<file path="config.mk">
export PLATFORM = sky130hd
export DESIGN_NAME = ldc_nv_config
export DESIGN_NICKNAME = d
export VERILOG_FILES = /design/src/ldc_pkg.sv /design/src/ldc_cfg_if.sv /design/src/ldc_field_decode.sv /design/src/ldc_nv_config.sv
export VERILOG_INCLUDE_DIRS = /design/src /design/src/src
export SDC_FILE = /design/constraint.sdc
export NUM_CORES = 1
export LEC_CHECK = 0
export ABC_AREA = 1
export BUFFER_PORTS_ARGS = -buffer_cell sky130_fd_sc_hd__buf_4
export CAP_MARGIN = 30
export CORE_MARGIN = 1.5
export CORE_UTILIZATION = 40
export DETAILED_ROUTE_END_ITERATION = 8
export PLACE_DENSITY = 0.66
export SLEW_MARGIN = 20
export SYNTH_ARGS = -nofsm -noshare
export SYNTH_HDL_FRONTEND = slang
export SYNTH_SLANG_ARGS = --single-unit
</file>
<file path="constraint.sdc">
create_clock -name clk -period 1.18 [get_ports clk]
set_input_delay 0.236 -clock clk [delete_from_list [all_inputs] [get_ports clk]]
set_output_delay 0.236 -clock clk [all_outputs]
set_load 0.02 [all_outputs]
</file>
<file path="src/ldc_regs.svh">
// Contract
// RQ1: Bit 7 enables cluster string open/short faults
// RQ2: Bits 6:5 pick comparator hysteresis 1000-250 mV
// RQ3: Bits 4:3 pick short threshold 3.6/6.9/10.6 V
// RQ4: Bits 2:0 pick sink headroom, 111 smallest
// RQ5: Second register 7:5 set current slope gain
// RQ6: Bits 4:3 set PWM clock, internal oscillator only
// RQ7: Bits 2:0 set dither depth, 1XX four bits
// RQ8: Layout 111 puts all strings in cluster
// RQ9: Fields read back as written, no side effects
`ifndef LDC_REGS_SVH
`define LDC_REGS_SVH

// Register offsets on the configuration port
`define LDC_OFS_FAULT_HEADROOM 8'h64
`define LDC_OFS_DIM_RES        8'h65

// Reset values of both configuration registers
`define LDC_RST_FAULT_HEADROOM 8'h00
`define LDC_RST_DIM_RES        8'h00

// Fault and headroom register field positions
`define LDC_CLF_BIT            7
`define LDC_HYST_MSB           6
`define LDC_HYST_LSB           5
`define LDC_THR_MSB            4
`define LDC_THR_LSB            3
`define LDC_HDR_MSB            2
`define LDC_HDR_LSB            0

// Dimming and resolution register field positions
`define LDC_SLOPE_MSB          7
`define LDC_SLOPE_LSB          5
`define LDC_PWMCLK_MSB         4
`define LDC_PWMCLK_LSB         3
`define LDC_DITH_MSB           2
`define LDC_DITH_LSB           0

// String layout code that puts every string in cluster mode
`define LDC_LAYOUT_ALL_CLUSTER 3'h7

`endif

</file>
<file path="src/ldc_pkg.sv">
package ldc_pkg;

	typedef logic [7:0]  ldc_byte_t;  // Register word
	typedef logic [9:0]  ldc_mv_t;    // Millivolts
	typedef logic [6:0]  ldc_dv_t;    // Tenths of a volt
	typedef logic [10:0] ldc_milli_t; // Gain in thousandths
	typedef logic [5:0]  ldc_mhz_t;   // Megahertz
	typedef logic [2:0]  ldc_bits_t;  // Dither bit count

	// Comparator hysteresis, falls with the code
	function automatic ldc_mv_t ldc_hyst_mv(input logic [1:0] code);
		unique case (code)
			2'h0: ldc_hyst_mv = 10'h3E8; // 1000 mV
			2'h1: ldc_hyst_mv = 10'h2EE; // 750 mV
			2'h2: ldc_hyst_mv = 10'h1F4; // 500 mV
			2'h3: ldc_hyst_mv = 10'h0FA; // 250 mV
		endcase
	endfunction

	// Short threshold, two lowest codes share one level
	function automatic ldc_dv_t ldc_short_dv(input logic [1:0] code);
		unique case (code)
			2'h0, 2'h1: ldc_short_dv = 7'h24; // 3.6 V
			2'h2:       ldc_short_dv = 7'h45; // 6.9 V
			2'h3:       ldc_short_dv = 7'h6A; // 10.6 V
		endcase
	endfunction

	// Headroom above saturation, largest at code zero
	function automatic ldc_mv_t ldc_headroom_mv(input logic [2:0] code);
		unique case (code)
			3'h7: ldc_headroom_mv = 10'h032; // 50 mV
			3'h6: ldc_headroom_mv = 10'h0AF; // 175 mV
			3'h5: ldc_headroom_mv = 10'h12C; // 300 mV
			3'h4: ldc_headroom_mv = 10'h1C2; // 450 mV
			3'h3: ldc_headroom_mv = 10'h23F; // 575 mV
			3'h2: ldc_headroom_mv = 10'h2BC; // 700 mV
			3'h1: ldc_headroom_mv = 10'h36B; // 875 mV
			3'h0: ldc_headroom_mv = 10'h3E8; // 1000 mV
		endcase
	endfunction

	// Current slope gain in thousandths
	function automatic ldc_milli_t ldc_slope_milli(input logic [2:0] code);
		unique case (code)
			3'h0: ldc_slope_milli = 11'h3E8; // 1.000
			3'h1: ldc_slope_milli = 11'h3FF; // 1.023
			3'h2: ldc_slope_milli = 11'h417; // 1.047
			3'h3: ldc_slope_milli = 11'h42E; // 1.070
			3'h4: ldc_slope_milli = 11'h446; // 1.094
			3'h5: ldc_slope_milli = 11'h45D; // 1.117
			3'h6: ldc_slope_milli = 11'h475; // 1.141
			3'h7: ldc_slope_milli = 11'h48C; // 1.164
		endcase
	endfunction

	// PWM generation clock, doubling per code
	function automatic ldc_mhz_t ldc_pwm_mhz(input logic [1:0] code);
		unique case (code)
			2'h0: ldc_pwm_mhz = 6'h05; // 5 MHz
			2'h1: ldc_pwm_mhz = 6'h0A; // 10 MHz
			2'h2: ldc_pwm_mhz = 6'h14; // 20 MHz
			2'h3: ldc_pwm_mhz = 6'h28; // 40 MHz
		endcase
	endfunction

	// Dither depth, any code with the top bit set saturates at four
	function automatic ldc_bits_t ldc_dither_bits(input logic [2:0] code);
		ldc_dither_bits = code[2] ? 3'h4 : code;
	endfunction

endpackage

</file>
<file path="src/ldc_cfg_if.sv">
`timescale 1ns/1ps
// Stored fields out to the decoder, decoded settings back
interface ldc_cfg_if;
	import ldc_pkg::*;
	ldc_byte_t  fault_cfg;            // Fault and headroom word
	ldc_byte_t  dim_cfg;              // Dimming and resolution word
	logic [2:0] string_layout_select; // Current string layout
	logic       frame_sync_used;      // PWM follows frame sync
	logic       cluster_fault_active; // Cluster faults armed
	ldc_mv_t    hyst_mv;              // Comparator hysteresis
	ldc_dv_t    short_dv;             // Short threshold
	ldc_mv_t    headroom_mv;          // Sink headroom
	ldc_milli_t slope_milli;          // Slope gain
	ldc_mhz_t   pwm_mhz;              // PWM clock, zero if not ours
	ldc_bits_t  dither_bits;          // Dither depth

	modport store (output fault_cfg, dim_cfg, string_layout_select, frame_sync_used,
		input cluster_fault_active, hyst_mv, short_dv, headroom_mv, slope_milli,
		pwm_mhz, dither_bits);
	modport decode (input fault_cfg, dim_cfg, string_layout_select, frame_sync_used,
		output cluster_fault_active, hyst_mv, short_dv, headroom_mv, slope_milli,
		pwm_mhz, dither_bits);
endinterface

</file>
<file path="src/ldc_field_decode.sv">
`timescale 1ns/1ps
`include "ldc_regs.svh"
// Turns stored codes into registered settings for the analog loops
module ldc_field_decode
	import ldc_pkg::*;
(
	input wire logic clk,
	input wire logic rst,
	ldc_cfg_if.decode cfg
);

	// Cluster fault arming, only meaningful with all strings in cluster
	always_ff @(posedge clk) begin
		if (rst) begin
			cfg.cluster_fault_active <= 1'b0;
		end else begin
			cfg.cluster_fault_active <= cfg.fault_cfg[`LDC_CLF_BIT] &&
				(cfg.string_layout_select == `LDC_LAYOUT_ALL_CLUSTER); // [RQ1] [RQ8]
		end
	end

	// Boost loop and fault thresholds
	always_ff @(posedge clk) begin
		if (rst) begin
			cfg.hyst_mv     <= ldc_hyst_mv(2'h0);
			cfg.short_dv    <= ldc_short_dv(2'h0);
			cfg.headroom_mv <= ldc_headroom_mv(3'h0);
		end else begin
			cfg.hyst_mv     <= ldc_hyst_mv(cfg.fault_cfg[`LDC_HYST_MSB:`LDC_HYST_LSB]); // [RQ2]
			cfg.short_dv    <= ldc_short_dv(cfg.fault_cfg[`LDC_THR_MSB:`LDC_THR_LSB]); // [RQ3]
			cfg.headroom_mv <= ldc_headroom_mv(cfg.fault_cfg[`LDC_HDR_MSB:`LDC_HDR_LSB]); // [RQ4]
		end
	end

	// Dimming settings
	always_ff @(posedge clk) begin
		if (rst) begin
			cfg.slope_milli <= ldc_slope_milli(3'h0);
			cfg.pwm_mhz     <= 6'h00;
			cfg.dither_bits <= 3'h0;
		end else begin
			cfg.slope_milli <= ldc_slope_milli(cfg.dim_cfg[`LDC_SLOPE_MSB:`LDC_SLOPE_LSB]); // [RQ5]
			// Frame sync owns the PWM clock, so the field is ignored then
			cfg.pwm_mhz <= cfg.frame_sync_used ? 6'h00 :
				ldc_pwm_mhz(cfg.dim_cfg[`LDC_PWMCLK_MSB:`LDC_PWMCLK_LSB]); // [RQ6]
			cfg.dither_bits <= ldc_dither_bits(cfg.dim_cfg[`LDC_DITH_MSB:`LDC_DITH_LSB]); // [RQ7]
		end
	end
endmodule

</file>
<file path="src/ldc_nv_config.sv">
`timescale 1ns/1ps
`include "ldc_regs.svh"
// Two stored configuration words for the LED driver, with decoded settings
module ldc_nv_config
	import ldc_pkg::*;
(
	input  wire logic        clk,
	input  wire logic        rst,
	input  wire logic [7:0]  reg_addr,
	input  wire logic        reg_wr,
	input  wire logic [7:0]  reg_wdata,
	input  wire logic        reg_rd,
	output logic      [7:0]  reg_rdata,
	output logic             reg_rvalid,
	input  wire logic [2:0]  string_layout_select,
	input  wire logic        frame_sync_used,
	output logic             cluster_fault_enable,
	output logic      [1:0]  comparator_hysteresis_select,
	output logic      [1:0]  short_threshold_select,
	output logic      [2:0]  sink_headroom_select,
	output logic             cluster_fault_active,
	output logic      [9:0]  hysteresis_mv,
	output logic      [6:0]  short_threshold_dv,
	output logic      [9:0]  headroom_mv,
	output logic      [10:0] slope_gain_milli,
	output logic      [5:0]  pwm_clock_mhz,
	output logic      [2:0]  dither_bits
);

	ldc_byte_t fault_cfg_q; // Fault and headroom word
	ldc_byte_t dim_cfg_q;   // Dimming and resolution word
	ldc_byte_t rdata_q;     // Read data register
	logic      rvalid_q;    // Read answer marker

	ldc_cfg_if cfg_bus ();

	// Address match helpers
	logic hit_fault; // Access targets the fault word
	logic hit_dim;   // Access targets the dimming word
	assign hit_fault = (reg_addr == `LDC_OFS_FAULT_HEADROOM);
	assign hit_dim   = (reg_addr == `LDC_OFS_DIM_RES);

	// Fault and headroom word, written whole
	always_ff @(posedge clk) begin
		if (rst) begin
			fault_cfg_q <= `LDC_RST_FAULT_HEADROOM;
		end else if (reg_wr && hit_fault) begin
			fault_cfg_q <= reg_wdata; // [RQ9]
		end
	end

	// Dimming and resolution word, written whole
	always_ff @(posedge clk) begin
		if (rst) begin
			dim_cfg_q <= `LDC_RST_DIM_RES;
		end else if (reg_wr && hit_dim) begin
			dim_cfg_q <= reg_wdata; // [RQ9]
		end
	end

	// Read path; a read only copies, so the stored words never move
	always_ff @(posedge clk) begin
		if (rst) begin
			rdata_q  <= 8'h00;
			rvalid_q <= 1'b0;
		end else begin
			rvalid_q <= reg_rd;
			if (reg_rd) begin
				// Unmapped offsets answer zero rather than stale data
				if (hit_fault) begin
					rdata_q <= fault_cfg_q; // [RQ9]
				end else if (hit_dim) begin
					rdata_q <= dim_cfg_q; // [RQ9]
				end else begin
					rdata_q <= 8'h00;
				end
			end
		end
	end

	// Stored words toward the decoder
	assign cfg_bus.fault_cfg            = fault_cfg_q;
	assign cfg_bus.dim_cfg              = dim_cfg_q;
	assign cfg_bus.string_layout_select = string_layout_select;
	assign cfg_bus.frame_sync_used      = frame_sync_used;

	// Decoded settings, registered inside the decoder
	ldc_field_decode u_decode (
		.clk (clk),
		.rst (rst),
		.cfg (cfg_bus.decode)
	);

	// Outputs, each taken straight from a flip-flop
	assign reg_rdata                    = rdata_q;
	assign reg_rvalid                   = rvalid_q;
	assign cluster_fault_enable         = fault_cfg_q[`LDC_CLF_BIT]; // [RQ1]
	assign comparator_hysteresis_select = fault_cfg_q[`LDC_HYST_MSB:`LDC_HYST_LSB];
	assign short_threshold_select       = fault_cfg_q[`LDC_THR_MSB:`LDC_THR_LSB];
	assign sink_headroom_select         = fault_cfg_q[`LDC_HDR_MSB:`LDC_HDR_LSB];
	assign cluster_fault_active         = cfg_bus.cluster_fault_active;
	assign hysteresis_mv                = cfg_bus.hyst_mv;
	assign short_threshold_dv           = cfg_bus.short_dv;
	assign headroom_mv                  = cfg_bus.headroom_mv;
	assign slope_gain_milli             = cfg_bus.slope_milli;
	assign pwm_clock_mhz                = cfg_bus.pwm_mhz;
	assign dither_bits                  = cfg_bus.dither_bits;
endmodule

</file>
Word-level counts from Yosys, hierarchy flattened
Memory sizes are Yosys's and may differ from the RTL's. A register that Yosys moved wholly into a read port is not among the register bits.
Index checks and enable logic that the tools add are counted.
Cells by class
  equal/unequal tests: 12
  mux-type cells: 6
  reductions and logical operators: 9
Operator list (count)
  $pmux W10 S4: 1
  $pmux W6 S4: 1
  $pmux W7 S3: 1
  $eq A8 B7 Y1 const B: 2
  $mux W8: 2
  $eq A2 B2 Y1 const B: 6
  $eq A2 B1 Y1 const B: 3
  $logic_not A2 Y1: 3
  $reduce_or A2 Y1: 3
  $eq A3 B3 Y1 const B: 1
  $logic_and A1 B1 Y1: 3
  $mux W3: 1
Storage, ports and cells
  register bits: 52
  memory bits (read-only): 168
  output and inout port bits: 65
  word-level logic and storage cells: 39
  memories kept: 2
Memories
  (name not given): depth 8, width 11, read ports 1, clocked after Yosys merged registers in 1, write ports 0, line ldc_pkg.sv:45  | unique case (code)
  (name not given): depth 8, width 10, read ports 1, clocked after Yosys merged registers in 1, write ports 0, line ldc_pkg.sv:31  | unique case (code)

Depth between registers and ports, before layout
  depth after elaboration: 3
  mapped depth: 8

By module
Synthesis repeated with hierarchy kept, for this count alone.
Unflattened totals
  cell total of the unflattened synthesis: 339
  area, all modules: 2716.4 µm²
By module, submodules not included
  ldc_field_decode: times used 1, cells each 153, area each 1448.9 µm², sequential area each 800.8 µm²
  ldc_nv_config: times used 1, cells each 186, area each 1267.5 µm², sequential area each 500.5 µm²

Least setup slack after synthesis
OpenSTA, ideal clock, no wires.
  kind: reg2reg
  start point: register fault_cfg_q[0], in the netlist cfg_bus.fault_cfg[0]
  end point: register u_decode.cfg.headroom_mv[2]
  library setup time: 121 ps
  data arrival time: 1065 ps
  data required time: 1059 ps
  slack: -6 ps
  cell stages (with the launch flop): 5
  path buffers: 0
  cells stage by stage: dfxtp_1 inv_1 ha_1 inv_1 o21ai_0
RTL lines
  from (decl): line ldc_nv_config.sv:30  | ldc_byte_t fault_cfg_q;
  from (signal assigned): line ldc_nv_config.sv:46  | fault_cfg_q <= `LDC_RST_FAULT_HEADROOM;
  from (signal assigned): line ldc_nv_config.sv:48  | fault_cfg_q <= reg_wdata;
  to (decl): line ldc_cfg_if.sv:21  | output cluster_fault_active, hyst_mv, short_dv, headroom_mv, slope_milli,

Final worst setup path
  start point: register fault_cfg_q[0], in the netlist cfg_bus.fault_cfg[0]
  end point: output port sink_headroom_select[0]
RTL lines
  to (decl): line ldc_nv_config.sv:20  | output logic [2:0] sink_headroom_select,
No word-level cell between the ends.

==> results.ini <==
[drt]
via_per_inst = 4.43
route.met2.wl_um = 2860
drt-wirelength-per-cell_um = 11.7
antenna_left = 0
drt_iter0_markers = 59
highest_layer = met4
first_pass_iters = 4
wl_met1_um = 2510
finalWirelength_um = 5740
vias = 2165
drc = 0
dr_wl_met3_um = 278

[die]
coreArea_mm2 = 0.00606
initial_core_util = 0.422
die_width_um = 83.0
fp.dieArea_mm2 = 0.00688
pin_count = 89
die_h_um = 83.0
rows = 28

[min_path]
min_path_type = primary input to flop
hold_depth = 3
hold_end = cfg_bus.fault_cfg[3]$_SDFFE_PP0P_
worstHoldStart = reg_wdata[3]

[synth]
syn_inst = 313
yosysSeqAreaShare = 0.509
async_reset_ff_frac = 0
synth_top_flop_cell = dfxtp_1
synth_seq_cells = 65
yosysMostFrequentCell = dfxtp_1
synth_largest_area_cell = dfxtp_1
synth-simple-area-share = 0.288
synth_edf_count = 0
synthAdderAreaFrac = 0.0734
synth_top_family_by_area = simple AND/OR/NAND/NOR gates
ys_warn_count = 0
synth_top_cell_area_share = 0.509
synthMuxAreaShare = 0
synthTopCellsByCount = dfxtp_1, nor2_1, nand2_1, inv_1, nand3_1
syn_avg_cell_area_um2 = 8.17
ys_top_cells_by_area = dfxtp_1, nor2_1, nand2_1
synth_cell_types = 22
synthXorXnorAreaFrac = 0
syn-cell-area_mm2 = 0.00256
synth_compound_area_frac = 0.0186

[setup_path]
max_stage_delay_ps = 430
cp_num_buf_inv = 1
cp_max_fo = 7
crit_chain = buf_6
rr_endpoint = u_decode.cfg.headroom_mv[2]$_SDFF_PP0_
r2r-start = cfg_bus.fault_cfg[0]$_SDFFE_PP0P_
r2r_cells = 4
path_delay_family = flip-flops
required_ps = 940
crit_type = flop to output pin
cp-start-kind = flop
worst_setup_path_end_kind = output pin
rrSetupSlack_ps = 80
worst_ep_arrival_time_ps = 920
cp_slowest_cell = dfxtp_2

[cells_and_area]
seqCellArea_mm2 = 0.00131
finalInstanceArea_mm2 = 0.00359
nFillCells = 572
multiInputGateArea_um2 = 992
nNetsFinal = 448
layout-drive-gt1-share = 0.326
syn_to_final_growth_pct = 40.3
fin_cells = 489
n_antenna_cell = 0

[timing]
fin_crit_ps = 1150
fmax_ghz = 0.868
hold_viol = 0
rsz0062_at_grt = false
slew_viol_final = 0
finalSetupViolations = 0
clock_skew_ps = 6.95
setup_tns_ps = 0
post-route-period-util = 0.976

[clock_tree]
cts_buffer_depth = 2
clock-sinks = 65
root_buffer = clkbuf_8
cts_buffers = 9
clk_latency_ps = 340
ctsHoldBuffers = 0
clk_pin_slew_ps = 70
cts_tree = built
htreeDepth = 3

[global_route]
grt_pass1_vias = 2127
grt_pass1_wl_um = 9720
antenna_found_initial = 0
grt_max_degree = 24
grt.overflow.total = 0
grt_usage = 0.176

[power_and_ir_drop]
p_leak_nw = 1.84
ir_worst_vdd_v = 0.000768
power.total_w = 0.00480
p_per_area_mw_per_mm2 = 1340

[placement]
dp_hpwl_um = 4230
dpl_cell_area_mm2 = 0.00330
numPortBuffers = 83
gp_congestion = 0.809
placed_cells = 472

[flow_run]
cap_violations = 0

[outcome]
status = finished clean

## report_power, final
part           switching (W)  internal (W)
Combinational       0.000153      0.000115
Clock               0.000849       0.00146
Sequential         0.0000102       0.00221
Total                0.00101       0.00379
## kinds of logic (layout without fill, tap and decap cells)
group | Yosys count | in the layout
buf+inv | 59 | 157
fa+ha+maj | 15 | 15
flops | 65 | 65
other cells | 2 | 5
simple gates | 164 | 164
compound gates | 8 | 8
## layout by cell type, fill, tap and decap left out
cell	synthesis	layout
nor2_8	1	1
nand3_1	28	28
nor2_4	2	2
nor2_1	62	61
dfxtp_1	65	59
inv_1	40	40
dfxtp_2	0	5
o211ai_1	1	1
buf_6	2	8
nand3_4	2	2
bufinv_16	0	3
nor2_2	0	1
buf_4	10	91
o21a_1	2	2
nand2_1	55	55
inv_2	1	1
clkbuf_1	3	1
conb_1	2	5
clkinvlp_4	0	1
clkinv_2	0	1
nand2_2	5	5
ha_1	15	15
buf_12	0	1
o21ai_0	3	3
clkbuf_8	0	10
nor3_1	7	7
or2_2	2	2
dfxtp_4	0	1
a21oi_1	2	2
## per-layer routing
layer	up-vias	track usage
met5	-	0
met4	0	0.0727
met3	9	0.0517
met2	53	0.305
met1	982	0.201
li1	1121	-
## how the worst max path moves through the flow
| stage | slack, ps | end | from | cells past startpoint |
|---|---|---|---|---|
| final | 30 | sink_headroom_select[0] | cfg_bus.fault_cfg[0]$_SDFFE_PP0P_ | 1 |
| after global routing | 4 | sink_headroom_select[0] | cfg_bus.fault_cfg[0]$_SDFFE_PP0P_ | 1 |
| after CTS | 2 | comparator_hysteresis_select[0] | cfg_bus.fault_cfg[5]$_SDFFE_PP0P_ | 2 |
| after detailed placement | -20 | cfg_bus.fault_cfg[0]$_SDFFE_PP0P_ | reg_addr[7] | 8 |
| after global placement | 30 | cfg_bus.fault_cfg[2]$_SDFFE_PP0P_ | reg_addr[7] | 7 |
| after floorplan | 20 | u_decode.cfg.hyst_mv[4]$_SDFF_PP0_ | cfg_bus.fault_cfg[5]$_SDFFE_PP0P_ | 4 |
## state kept, by name, indices dropped and copies added, names as in the netlist, 3 cells and up
register	flops
u_decode.cfg.hyst_mv	6
cfg_bus.fault_cfg	8
cfg_bus.dim_cfg	8
reg_rdata	8
u_decode.cfg.short_dv	5
u_decode.cfg.pwm_mhz	6
u_decode.cfg.slope_milli	9
u_decode.cfg.dither_bits	3
u_decode.cfg.headroom_mv	10
## layout make-up
| cell class | count | area share |
|---|---|---|
| Clock buffer | 11 | 0.0394 |
| Clock inverter | 5 | 0.0286 |
| Inverter | 41 | 0.0429 |
| Tap cell | 75 | 0.0262 |
| Sequential cell | 65 | 0.365 |
| Timing Repair Buffer | 100 | 0.221 |
| Multi-Input combinational cell | 192 | 0.276 |
## stage by stage
stage / utilization / hold WS, ps / setup slack [ps]
after floorplan: - / 367 / 19.4
after global placement: 0.544 / 464 / 27.7
after detailed placement: 0.544 / 462 / -20.8
after CTS: 0.588 / 120 / 1.99
after global routing: 0.592 / 118 / 3.97
final: 0.592 / 130 / 28.2
## timing repair
item	CTS	global route
buffers inserted	1	2
resized for setup	11	4
setup endpoints to repair	5	6
Note: power is estimated with default switching activity, not from simulation.
